===== config.mk =====
export PLATFORM = sky130hd
export DESIGN_NAME = ebus_ctrl
export DESIGN_NICKNAME = d
export VERILOG_FILES = /design/src/ebus_pkg.sv /design/src/ebus_sync.sv /design/src/ebus_ctrl.sv
export VERILOG_INCLUDE_DIRS = /design/src /design/src/src
export SDC_FILE = /design/constraint.sdc
export NUM_CORES = 1
export LEC_CHECK = 0
export ABC_AREA = 1
export BUFFER_PORTS_ARGS = -buffer_cell sky130_fd_sc_hd__buf_2
export CORE_MARGIN = 10
export CORE_UTILIZATION = 55
export CTS_CLUSTER_DIAMETER = 50
export DETAILED_ROUTE_END_ITERATION = 6
export GPL_ROUTABILITY_DRIVEN = 1
export PLACE_DENSITY = 0.85
export SYNTH_ARGS = -nofsm -noshare
export SYNTH_HDL_FRONTEND = slang
export SYNTH_SLANG_ARGS = --single-unit

===== constraint.sdc =====
create_clock -name hclk -period 3 [get_ports hclk]
set_clock_uncertainty 0.15 [all_clocks]
set_input_delay 0.15 -clock hclk [delete_from_list [all_inputs] [get_ports hclk]]
set_output_delay 0.15 -clock hclk [all_outputs]
set_load 0.05 [all_outputs]

===== src/ebus_defs.svh =====
// Constants of the external memory bus controller: offsets, fields, timing.
// Assumes a single 100 MHz clock and inclusion by every design file.
`ifndef EBUS_DEFS_SVH
`define EBUS_DEFS_SVH

// ==========================================================
// Register offsets
`define EBUS_OFS_CTRL    6'h00
`define EBUS_OFS_ADDR    6'h01
`define EBUS_OFS_WDATA   6'h02
`define EBUS_OFS_CMD     6'h03
`define EBUS_OFS_STATUS  6'h04
`define EBUS_OFS_RDATA   6'h05

// ==========================================================
// Fields
`define EBUS_CTRL_SINGLE 0
`define EBUS_CTRL_MUX    1
`define EBUS_CMD_GO      0
`define EBUS_CMD_WRITE   1
`define EBUS_CMD_WORD    2
`define EBUS_SPACE_HI    23
`define EBUS_SPACE_LO    22
`define EBUS_NARROW_SPACE 2'h3

// ==========================================================
// Timing
`define EBUS_CLK_NS      10
`define EBUS_STROBE_NS   30
`define EBUS_STROBE_CYC  (`EBUS_STROBE_NS / `EBUS_CLK_NS)
`define EBUS_STROBE_LAST 2'(`EBUS_STROBE_CYC - 1)
// The strap only reaches the second flop after two edges out of reset
`define EBUS_BOOT_LATCH  2'h2
`define EBUS_BOOT_SETTLE 2'h3
`define EBUS_SYNC_RESET  20'hfffff

`endif


===== src/ebus_pkg.sv =====
// Types of the external memory bus controller.
// Assumes nothing beyond the constants header.
`include "ebus_defs.svh"

package ebus_pkg;

    typedef enum logic [2:0] {
        ST_IDLE,
        ST_ADDR,
        ST_STROBE,
        ST_RECOVER,
        ST_HOLD
    } bus_state_t;

    typedef struct packed {
        bus_state_t  st;
        logic        single_strobe;
        logic        mux_mode;
        logic [23:0] ext_addr;
        logic [15:0] wdata;
        logic [15:0] rdata;
        logic        is_write;
        logic        is_word;
        logic        boot_micro;
        logic [1:0]  boot_cnt;
        logic [1:0]  cnt;
        logic        wr_pend;
        logic [5:0]  wr_word;
        logic [31:0] hrdata;
    } ebus_state_t;

endpackage


===== src/ebus_sync.sv =====
// Two-flop synchroniser for pins entering the bus clock domain.
// Assumes the inputs are asynchronous levels.
`timescale 1ns/10ps
`default_nettype none
`include "ebus_defs.svh"

module ebus_sync #(
    parameter int          WIDTH     = 20,
    parameter logic [19:0] RESET_VAL = `EBUS_SYNC_RESET
) (
    input  wire logic             hclk,
    input  wire logic             hresetn,
    input  wire logic [WIDTH-1:0] async_in,
    output var  logic [WIDTH-1:0] sync_out
);

    logic [WIDTH-1:0] meta_reg;

    // First stage feeds the second stage only
    always_ff @(posedge hclk or negedge hresetn)
    begin
        if (!hresetn)
        begin
            meta_reg <= RESET_VAL[WIDTH-1:0];
            sync_out <= RESET_VAL[WIDTH-1:0];
        end
        else
        begin
            meta_reg <= async_in;
            sync_out <= meta_reg;
        end
    end

endmodule

`default_nettype wire


===== src/ebus_ctrl.sv =====
// External memory bus controller with an AHB-Lite register slave.
// Assumes one 100 MHz clock; pins are outside its domain and synchronised.
//
// Local design decisions: register access over AHB-Lite and the address map.
`timescale 1ns/10ps
`default_nettype none
`include "ebus_defs.svh"

module ebus_ctrl (
    input  wire logic        hclk,
    input  wire logic        hresetn,
    input  wire logic        hsel,
    input  wire logic [31:0] haddr,
    input  wire logic [1:0]  htrans,
    input  wire logic        hwrite,
    input  wire logic [2:0]  hsize,
    input  wire logic [31:0] hwdata,
    input  wire logic        hready,
    output logic             hreadyout,
    output logic             hresp,
    output logic [31:0]      hrdata,
    input  wire logic        boot_mode_select,
    input  wire logic        narrow_bus_select,
    input  wire logic        hold_req_n,
    input  wire logic        wait_insert_n,
    output logic             bus_grant_ack_n,
    output logic [22:0]      addr_out,
    output logic             top_address_bit_inverted,
    output logic             addr_oe_n,
    input  wire logic [15:0] dq_in,
    output logic [15:0]      dq_out,
    output logic [15:0]      dq_oe_n,
    output logic [3:0]       space_selects_n,
    output logic             store_strobe_even_n,
    output logic             store_strobe_odd_n,
    output logic             store_strobe_n,
    output logic             upper_lane_enable_n,
    output logic             read_strobe_n,
    output logic             ale,
    output logic             ctl_oe_n
);

    // ==========================================================
    // Pin synchronisers
    logic [19:0] sync_w;
    logic        hold_s;
    logic        wait_s;
    logic        boot_s;
    logic        narrow_s;
    logic [15:0] dq_s;

    ebus_sync #(
        .WIDTH     (20),
        .RESET_VAL (`EBUS_SYNC_RESET)
    ) u_sync (
        .hclk     (hclk),
        .hresetn  (hresetn),
        .async_in ({hold_req_n, wait_insert_n, boot_mode_select,
                    narrow_bus_select, dq_in}),
        .sync_out (sync_w)
    );

    assign hold_s   = sync_w[19];
    assign wait_s   = sync_w[18];
    assign boot_s   = sync_w[17];
    assign narrow_s = sync_w[16];
    assign dq_s     = sync_w[15:0];

    // ==========================================================
    // State
    ebus_pkg::ebus_state_t s_reg;
    ebus_pkg::ebus_state_t s_next;

    function automatic logic [1:0] space_of(input logic [23:0] a);
        space_of = a[`EBUS_SPACE_HI:`EBUS_SPACE_LO];
    endfunction

    logic bus16;
    logic eff_word;
    logic lo_lane;
    logic hi_lane;
    logic busy;
    logic in_cycle;
    logic ap_valid;

    // Narrow select is read live; it must stay fixed by the board
    assign bus16 = !(space_of(s_reg.ext_addr) == `EBUS_NARROW_SPACE
                     && narrow_s);
    // Odd word addresses fall back to a byte access
    assign eff_word = s_reg.is_word && bus16 && !s_reg.ext_addr[0];
    assign lo_lane  = eff_word || !s_reg.ext_addr[0] || !bus16;
    assign hi_lane  = bus16 && (eff_word || s_reg.ext_addr[0]);
    assign busy     = s_reg.st != ebus_pkg::ST_IDLE
                      && s_reg.st != ebus_pkg::ST_HOLD;
    assign in_cycle = s_reg.st == ebus_pkg::ST_STROBE
                      || s_reg.st == ebus_pkg::ST_RECOVER;
    assign ap_valid = hsel && htrans[1] && hready;

    // ==========================================================
    // Next state
    always_comb
    begin
        s_next = s_reg;
        s_next.wr_pend = 1'b0;
        s_next.hrdata = 32'h0000_0000;

        // Boot level caught once the synchroniser has filled
        if (s_reg.boot_cnt != `EBUS_BOOT_SETTLE)
        begin
            s_next.boot_cnt = s_reg.boot_cnt + 2'h1;
            if (s_reg.boot_cnt == `EBUS_BOOT_LATCH)
                s_next.boot_micro = boot_s;
        end

        unique case (s_reg.st)
            ebus_pkg::ST_IDLE:
            begin
                if (!hold_s)
                    s_next.st = ebus_pkg::ST_HOLD;
            end
            ebus_pkg::ST_ADDR:
            begin
                s_next.st = ebus_pkg::ST_STROBE;
                s_next.cnt = 2'h0;
            end
            ebus_pkg::ST_STROBE:
            begin
                if (s_reg.cnt != `EBUS_STROBE_LAST)
                    s_next.cnt = s_reg.cnt + 2'h1;
                else if (wait_s)
                begin
                    s_next.st = ebus_pkg::ST_RECOVER;
                    if (!s_reg.is_write)
                    begin
                        if (eff_word)
                            s_next.rdata = dq_s;
                        else if (hi_lane)
                            s_next.rdata = {8'h00, dq_s[15:8]};
                        else
                            s_next.rdata = {8'h00, dq_s[7:0]};
                    end
                end
            end
            ebus_pkg::ST_RECOVER:
                s_next.st = ebus_pkg::ST_IDLE;
            ebus_pkg::ST_HOLD:
            begin
                if (hold_s)
                    s_next.st = ebus_pkg::ST_IDLE;
            end
            default:
                s_next.st = ebus_pkg::ST_IDLE;
        endcase

        // Register reads answer in the data phase
        if (ap_valid && !hwrite)
        begin
            unique case (haddr[7:2])
                `EBUS_OFS_CTRL:
                    s_next.hrdata = {30'h0, s_reg.mux_mode,
                                     s_reg.single_strobe};
                `EBUS_OFS_ADDR:
                    s_next.hrdata = {8'h00, s_reg.ext_addr};
                `EBUS_OFS_WDATA:
                    s_next.hrdata = {16'h0000, s_reg.wdata};
                `EBUS_OFS_STATUS:
                    s_next.hrdata = {28'h0, narrow_s, s_reg.boot_micro,
                                     s_reg.st == ebus_pkg::ST_HOLD, busy};
                `EBUS_OFS_RDATA:
                    s_next.hrdata = {16'h0000, s_reg.rdata};
                default:
                    s_next.hrdata = 32'h0000_0000;
            endcase
        end
        if (ap_valid && hwrite)
        begin
            s_next.wr_pend = 1'b1;
            s_next.wr_word = haddr[7:2];
        end

        // Register writes land with hwdata
        if (s_reg.wr_pend)
        begin
            unique case (s_reg.wr_word)
                `EBUS_OFS_CTRL:
                begin
                    s_next.single_strobe = hwdata[`EBUS_CTRL_SINGLE];
                    s_next.mux_mode = hwdata[`EBUS_CTRL_MUX];
                end
                `EBUS_OFS_ADDR:
                    s_next.ext_addr = hwdata[23:0];
                `EBUS_OFS_WDATA:
                    s_next.wdata = hwdata[15:0];
                `EBUS_OFS_CMD:
                begin
                    // Refused while busy, in hold or in single-chip mode
                    if (hwdata[`EBUS_CMD_GO] && s_reg.boot_micro
                        && s_reg.st == ebus_pkg::ST_IDLE && hold_s)
                    begin
                        s_next.st = ebus_pkg::ST_ADDR;
                        s_next.is_write = hwdata[`EBUS_CMD_WRITE];
                        s_next.is_word = hwdata[`EBUS_CMD_WORD];
                    end
                end
                default:
                    s_next.st = s_next.st;
            endcase
        end
    end

    always_ff @(posedge hclk or negedge hresetn)
    begin
        if (!hresetn)
        begin
            s_reg <= '0;
            s_reg.st <= ebus_pkg::ST_IDLE;
        end
        else
            s_reg <= s_next;
    end

    // ==========================================================
    // AHB answer
    assign hreadyout = 1'b1;
    assign hresp     = 1'b0;
    assign hrdata    = s_reg.hrdata;

    // ==========================================================
    // Pins
    logic released;
    logic wr_on;

    assign released = s_reg.st == ebus_pkg::ST_HOLD;
    assign wr_on    = s_reg.is_write && s_reg.st == ebus_pkg::ST_STROBE;

    assign bus_grant_ack_n          = !released;
    assign addr_oe_n                = released;
    assign ctl_oe_n                 = released;
    assign addr_out                 = s_reg.ext_addr[22:0];
    assign top_address_bit_inverted = !s_reg.ext_addr[23];
    assign ale                      = s_reg.st == ebus_pkg::ST_ADDR;
    assign read_strobe_n = !(s_reg.st == ebus_pkg::ST_STROBE
                             && !s_reg.is_write);

    // Inactive scheme outputs idle high so the pin pairs can be merged
    assign store_strobe_even_n = !(wr_on && !s_reg.single_strobe
                                   && lo_lane);
    assign store_strobe_odd_n  = !(wr_on && !s_reg.single_strobe
                                   && hi_lane);
    assign store_strobe_n      = !(wr_on && s_reg.single_strobe);
    assign upper_lane_enable_n = !(busy && s_reg.single_strobe
                                   && (s_reg.ext_addr[0] || eff_word));

    genvar g;
    generate
        for (g = 0; g < 4; g++)
        begin : g_cs
            assign space_selects_n[g] = !(busy
                && space_of(s_reg.ext_addr) == 2'(g));
        end
    endgenerate

    always_comb
    begin
        dq_out  = 16'h0000;
        dq_oe_n = 16'hffff;
        if (s_reg.st == ebus_pkg::ST_ADDR && s_reg.mux_mode)
        begin
            dq_out[7:0] = s_reg.ext_addr[7:0];
            dq_oe_n[7:0] = 8'h00;
            if (bus16)
            begin
                dq_out[15:8] = s_reg.ext_addr[15:8];
                dq_oe_n[15:8] = 8'h00;
            end
        end
        else if (in_cycle && s_reg.is_write)
        begin
            if (eff_word)
                dq_out = s_reg.wdata;
            else if (hi_lane)
                dq_out[15:8] = s_reg.wdata[7:0];
            else
                dq_out[7:0] = s_reg.wdata[7:0];
            if (lo_lane)
                dq_oe_n[7:0] = 8'h00;
            if (hi_lane)
                dq_oe_n[15:8] = 8'h00;
        end
    end
endmodule

`default_nettype wire


# == After elaboration in Yosys (flattened, before gate mapping) ==
# Index checks and enable logic that the tools add are counted.
# op_classes
add_sub_neg,2
n_mul,0
div,0
order_cmp,0
eq_ne,19
n_shift,0
mux,29
n_bitwise,2
reduce_logical,59
# ops
cell,n
$pmux 24 s5,1
$mux 16,7
$mux 8,7
$mux 24,2
$mux 45,1
$logic_and 1x1->1,26
$eq 6x2->1 const B,3
$mux 3,6
$logic_not 1->1,16
$eq 6x1->1 const B,2
$eq 6x3->1 const B,2
$logic_not 6->1,2
$pmux 3 s4,1
$reduce_and 2->1,5
$mux 7,1
$eq 2x2->1 const B,3
$eq 3x2->1 const B,2
$add 2x1->2 const B,2
$logic_or 1x1->1,4
$mux 2,2
$ne 2x2->1 const B,2
$pmux 2 s2,1
$reduce_and 4->1,1
$eq 3x1->1 const B,1
10 further kinds,11
# totals
ff_bits,147
latch_bits,0
mem_bits_rw,0
romBits,0
in_bits,94
memories,0

# == Logic depth before layout (Yosys ltp) ==
# logic_depth
depth_word,11
mapped_depth,9
depth_no_buf,8

# == Modules after synthesis ==
# From an unflattened synthesis, not the netlist that was laid out.
# hier_totals
cells_unflattened,708
area_unflattened_um2,6505.0
# modules_own_cells
mod,n_inst,cells_each,area_per_inst_um2,seq_area_each_um2
ebus_ctrl,1,668,5454.0,2477.4
ebus_sync,1,40,1051.0,1051.0

# == Least setup slack after synthesis ==
# No wires, ideal clock.
# synth_path
path_kind,flip-flop to output port
startpoint,register u_sync.sync_out[16]
endpoint,output dq_oe_n[10]
arrival_time_ns,2.421
t_required_ns,2.700
slack_ns,0.279
path_stages_with_launch,7
cell_sequence,dfstp_2 nand3_1 nand2_1 buf_2 nand2_1 a21oi_1 buf_4
# synth_between
elab_chain_len,9
# synth_rtl
element,line,rtl
from (decl),ebus_sync.sv:14,output var logic [WIDTH-1:0] sync_out
from (signal assigned),ebus_sync.sv:25,sync_out <= RESET_VAL[WIDTH-1:0];
from (signal assigned),ebus_sync.sv:30,sync_out <= meta_reg;
$logic_and 1x1->1 *,ebus_ctrl.sv:87,assign bus16 = !(space_of(s_reg.ext_addr) == `EBUS_NARROW_SPACE
$logic_not 1->1,ebus_ctrl.sv:87,
$logic_and 1x1->1 (2 in a row),ebus_ctrl.sv:90,assign eff_word = s_reg.is_word && bus16 && !s_reg.ext_addr[0];
$logic_or 1x1->1,ebus_ctrl.sv:92,assign hi_lane = bus16 && (eff_word || s_reg.ext_addr[0]);
$logic_and 1x1->1,ebus_ctrl.sv:92,
$mux 8,ebus_ctrl.sv:287,if (hi_lane)
$mux 16,ebus_ctrl.sv:277,else if (in_cycle && s_reg.is_write)
$mux 16 *,ebus_ctrl.sv:267,if (s_reg.st == ebus_pkg::ST_ADDR && s_reg.mux_mode)
to (decl),ebus_ctrl.sv:32,"output logic [15:0] dq_oe_n,"
# Mark *: on every way between the ends. The rest lies on a longest branch, timed or not.

# == Worst setup path in the final report ==
# layout_path
startpoint,register u_sync.sync_out[16]
endpoint,output dq_oe_n[8]
# Same word-level chain as after synthesis.

==> flow_summary.ini <==
[clock_tree]
cts_buffers = 17
clk_latency_ps = 420
clk_path_buf_depth = 2
cts.sinks = 139
cts-htree-levels = 4
clkTransAtPathRegs_ps = 60
cts_root_buf = clkbuf_16
cts_tree = yes

[place]
place.gp.congestion = 0.912
hpwlAfterDp_mm = 11.1
place.port_buffers = 148

[worst_setup_path]
reg2reg_depth = 6
r2r_slack_ps = 750
worstPathMaxFanout = 13
crit_buf_inv = 1
slowest_stage = dfstp_2
critPathKind = reg -> out
timing.rr.end = s_reg[64]
worstSetupStartpointType = flip-flop
cp-end-kind = primary output
timing.rr.start = s_reg[37]
cpMostUsedCell = nand2_1
worstPathRequired_ps = 2700
max_stage_delay_ps = 540
worstPathCellList = nand3_1 -> nand2_1 -> nand2_1 -> a21oi_1 -> buf_2
worst-path-stages = 5
cp_top_family = simple AND/OR/NAND/NOR gates
cp.arrival_ps = 2460

[timing]
drv_slew = 0
maxSlewHeadroom = 0.352
fin_tns_setup_ps = 0
tightest_slew_ps = 973
fmax_mhz = 363
period_share = 0.919
rsz0062_at_grt = no
setup_viol = 0
fin_crit_ps = 2760
hold_violations = 0

[finish]
syn_to_final_growth_pct = 22.6
drive_above_1_share = 0.290
multiInputGateArea_sq_um = 1950
fillCellCount = 836
final_cell_mix = 206 x nand2_1, 147 x buf_2, 99 x dfrtp_1
largest_reg_flops = 52
regArea_sq_um = 3530
final_nets = 950
mostFrequentLayoutCell = nand2_1

[floorplanning]
start_util = 0.561
ioPinCount = 197
die_h_um = 128
die-width_um = 128
dieArea_sq_um = 16300
std_cell_rows = 39
coreArea_sq_um = 11400

[worst_hold_path]
hold_depth = 4
holdPathEnd = s_reg[34]
min_path_type = in -> reg
hold_path.startpoint = hwrite

[synth]
yosys_warnings = 0
synthesis.area_sq_um = 6380
synth_flop_cell = dfrtp_1
synth_edf_count = 0
synth.avg_cell_area_sq_um = 8.95
yosysSeqAreaShare = 0.553
synthArstFlopShare = 1.00
synth_seq_cells = 139
synthCells = 713
synth_cell_types = 33

[drt]
postRouteAntennaNets = 0
wl_per_cell_um = 16.0
drtIter0Drc = 573
drt_wl_total_mm = 16.1
first_pass_iters = 7
vias = 5211
route.detailed.drc = 1
vias_per_cell = 5.16

[power_and_ir_drop]
p_sw_mw = 1.87
p_int_mw = 3.55
swShare = 0.345
power_density_nw_per_um2 = 692
p_leak_nw = 3.95
pwr-share-clk = 0.373
p_seq_frac = 0.434
vdd_drop_max_uv = 433
total_power_mw = 5.41
p_comb_frac = 0.193

[grt]
grt_max_degree = 107
antenna_found_initial = 1
grt_pass1_vias = 5255
gr-total-overflow = 0
track_usage = 0.199
grt_first_pass_wirelength_mm = 26.2

[job]
drv_cap = 0

[outcome]
status = finished, violations left
violations = design-rule violations
==> final cells by class <==
| type | instances | area share |
|---|---|---|
| sequential | 139 | 0.451 |
| inverter | 70 | 0.0336 |
| tap | 143 | 0.0229 |
| multi-input combinational | 417 | 0.249 |
| clock inverter | 15 | 0.0190 |
| antenna | 1 | 0.000320 |
| clock buffer | 17 | 0.0544 |
| timing repair buffer | 208 | 0.169 |
==> cell families (layout without fill, tap and decap cells) <==
| logic type | after synthesis | in the layout | share of synthesized area |
|---|---|---|---|
| xor+xnor | 1 | 1 | 0.00137 |
| compound gates | 78 | 78 | 0.0636 |
| buf+inv | 165 | 310 | 0.148 |
| other cells | 2 | 11 | 0.00118 |
| fa+ha+maj | 3 | 3 | 0.00589 |
| mux | 1 | 1 | 0.00177 |
| simple gates | 324 | 324 | 0.226 |
| flops | 139 | 139 | 0.553 |
==> timing repair <==
| item | 4_1_cts | 5_1_grt |
|---|---|---|
| hold buffers | 51 | 0 |
| hold endpoints to repair | 169 | 0 |
| setup buffers | 0 | 0 |
| gates resized for setup | 0 | 0 |
==> Yosys cell counts, types with 2 or more instances <==
master	number	area (sq um)
nand2_1	206	773
dfrtp_1	99	2480
buf_4	75	563
inv_1	67	251
o21ai_0	52	260
dfstp_2	40	1050
nand3_1	35	175
nor2_1	31	116
nand4_1	23	144
a21oi_1	14	70.1
buf_2	14	70.1
nor3_1	10	50.1
o21ai_1	9	45.0
nor2_4	5	56.3
nand2_2	4	25.0
buf_6	3	33.8
clkbuf_1	3	11.3
ha_1	3	37.5
conb_1	2	7.51
inv_2	2	7.51
nand3_2	2	20.0
nor2_2	2	12.5
nor3_2	2	20.0
==> through the flow <==
stage | util | setup slack (ps) | cells | hold WS (ps) | cell area [sq um]
detailed placement | 0.592 | 709 | 926 | 106 | 6730
global route | 0.688 | 3.98 | 1010 | 124 | 7820
floorplan | - | 279 | 721 | -296 | 6410
CTS | 0.687 | 259 | 1009 | 67.8 | 7820
finish | 0.688 | 243 | 1010 | 78.0 | 7820
global placement | 0.592 | 678 | 926 | 106 | 6730
==> layer usage <==
layer  global-route usage  up-vias  routed length [um]
met5                    0        -                   0
met4                0.107        0                 661
met3               0.0562       50                1480
met2                0.323      273                7710
met1                0.235     2430                6280
li1                     -     2458                   -
==> worst max path at each step <==
stage	start	end	slack (ps)
global placement	u_sync.sync_out[16]	dq_oe_n[7]	680
finish	u_sync.sync_out[16]	dq_oe_n[8]	240
CTS	u_sync.sync_out[16]	dq_oe_n[13]	260
global route	u_sync.sync_out[16]	dq_oe_n[4]	4
detailed placement	u_sync.sync_out[16]	dq_oe_n[13]	710
floorplan	u_sync.sync_out[16]	dq_oe_n[10]	280
==> tightest hold or removal path, cell delays in order <==
cell	delay, ps
buf_2	90
nand2_1	200
nand2_1	120
nand2_1	50
==> power by group through the flow <==
| stage | Combinational, mW | Sequential [mW] | Clock (mW) |
|---|---|---|---|
| 6_report | 1.05 | 2.35 | 2.02 |
| 5_1_grt | 1.14 | 2.38 | 2.13 |
| 4_1_cts | 1.05 | 2.34 | 2.03 |
| 3_5_place_dp | 0.989 | 2.37 | 0 |
| 3_3_place_gp | 0.967 | 2.36 | 0 |
| 2_1_floorplan | 0.842 | 2.32 | 0 |
Note: power is estimated with default switching activity, not from simulation.
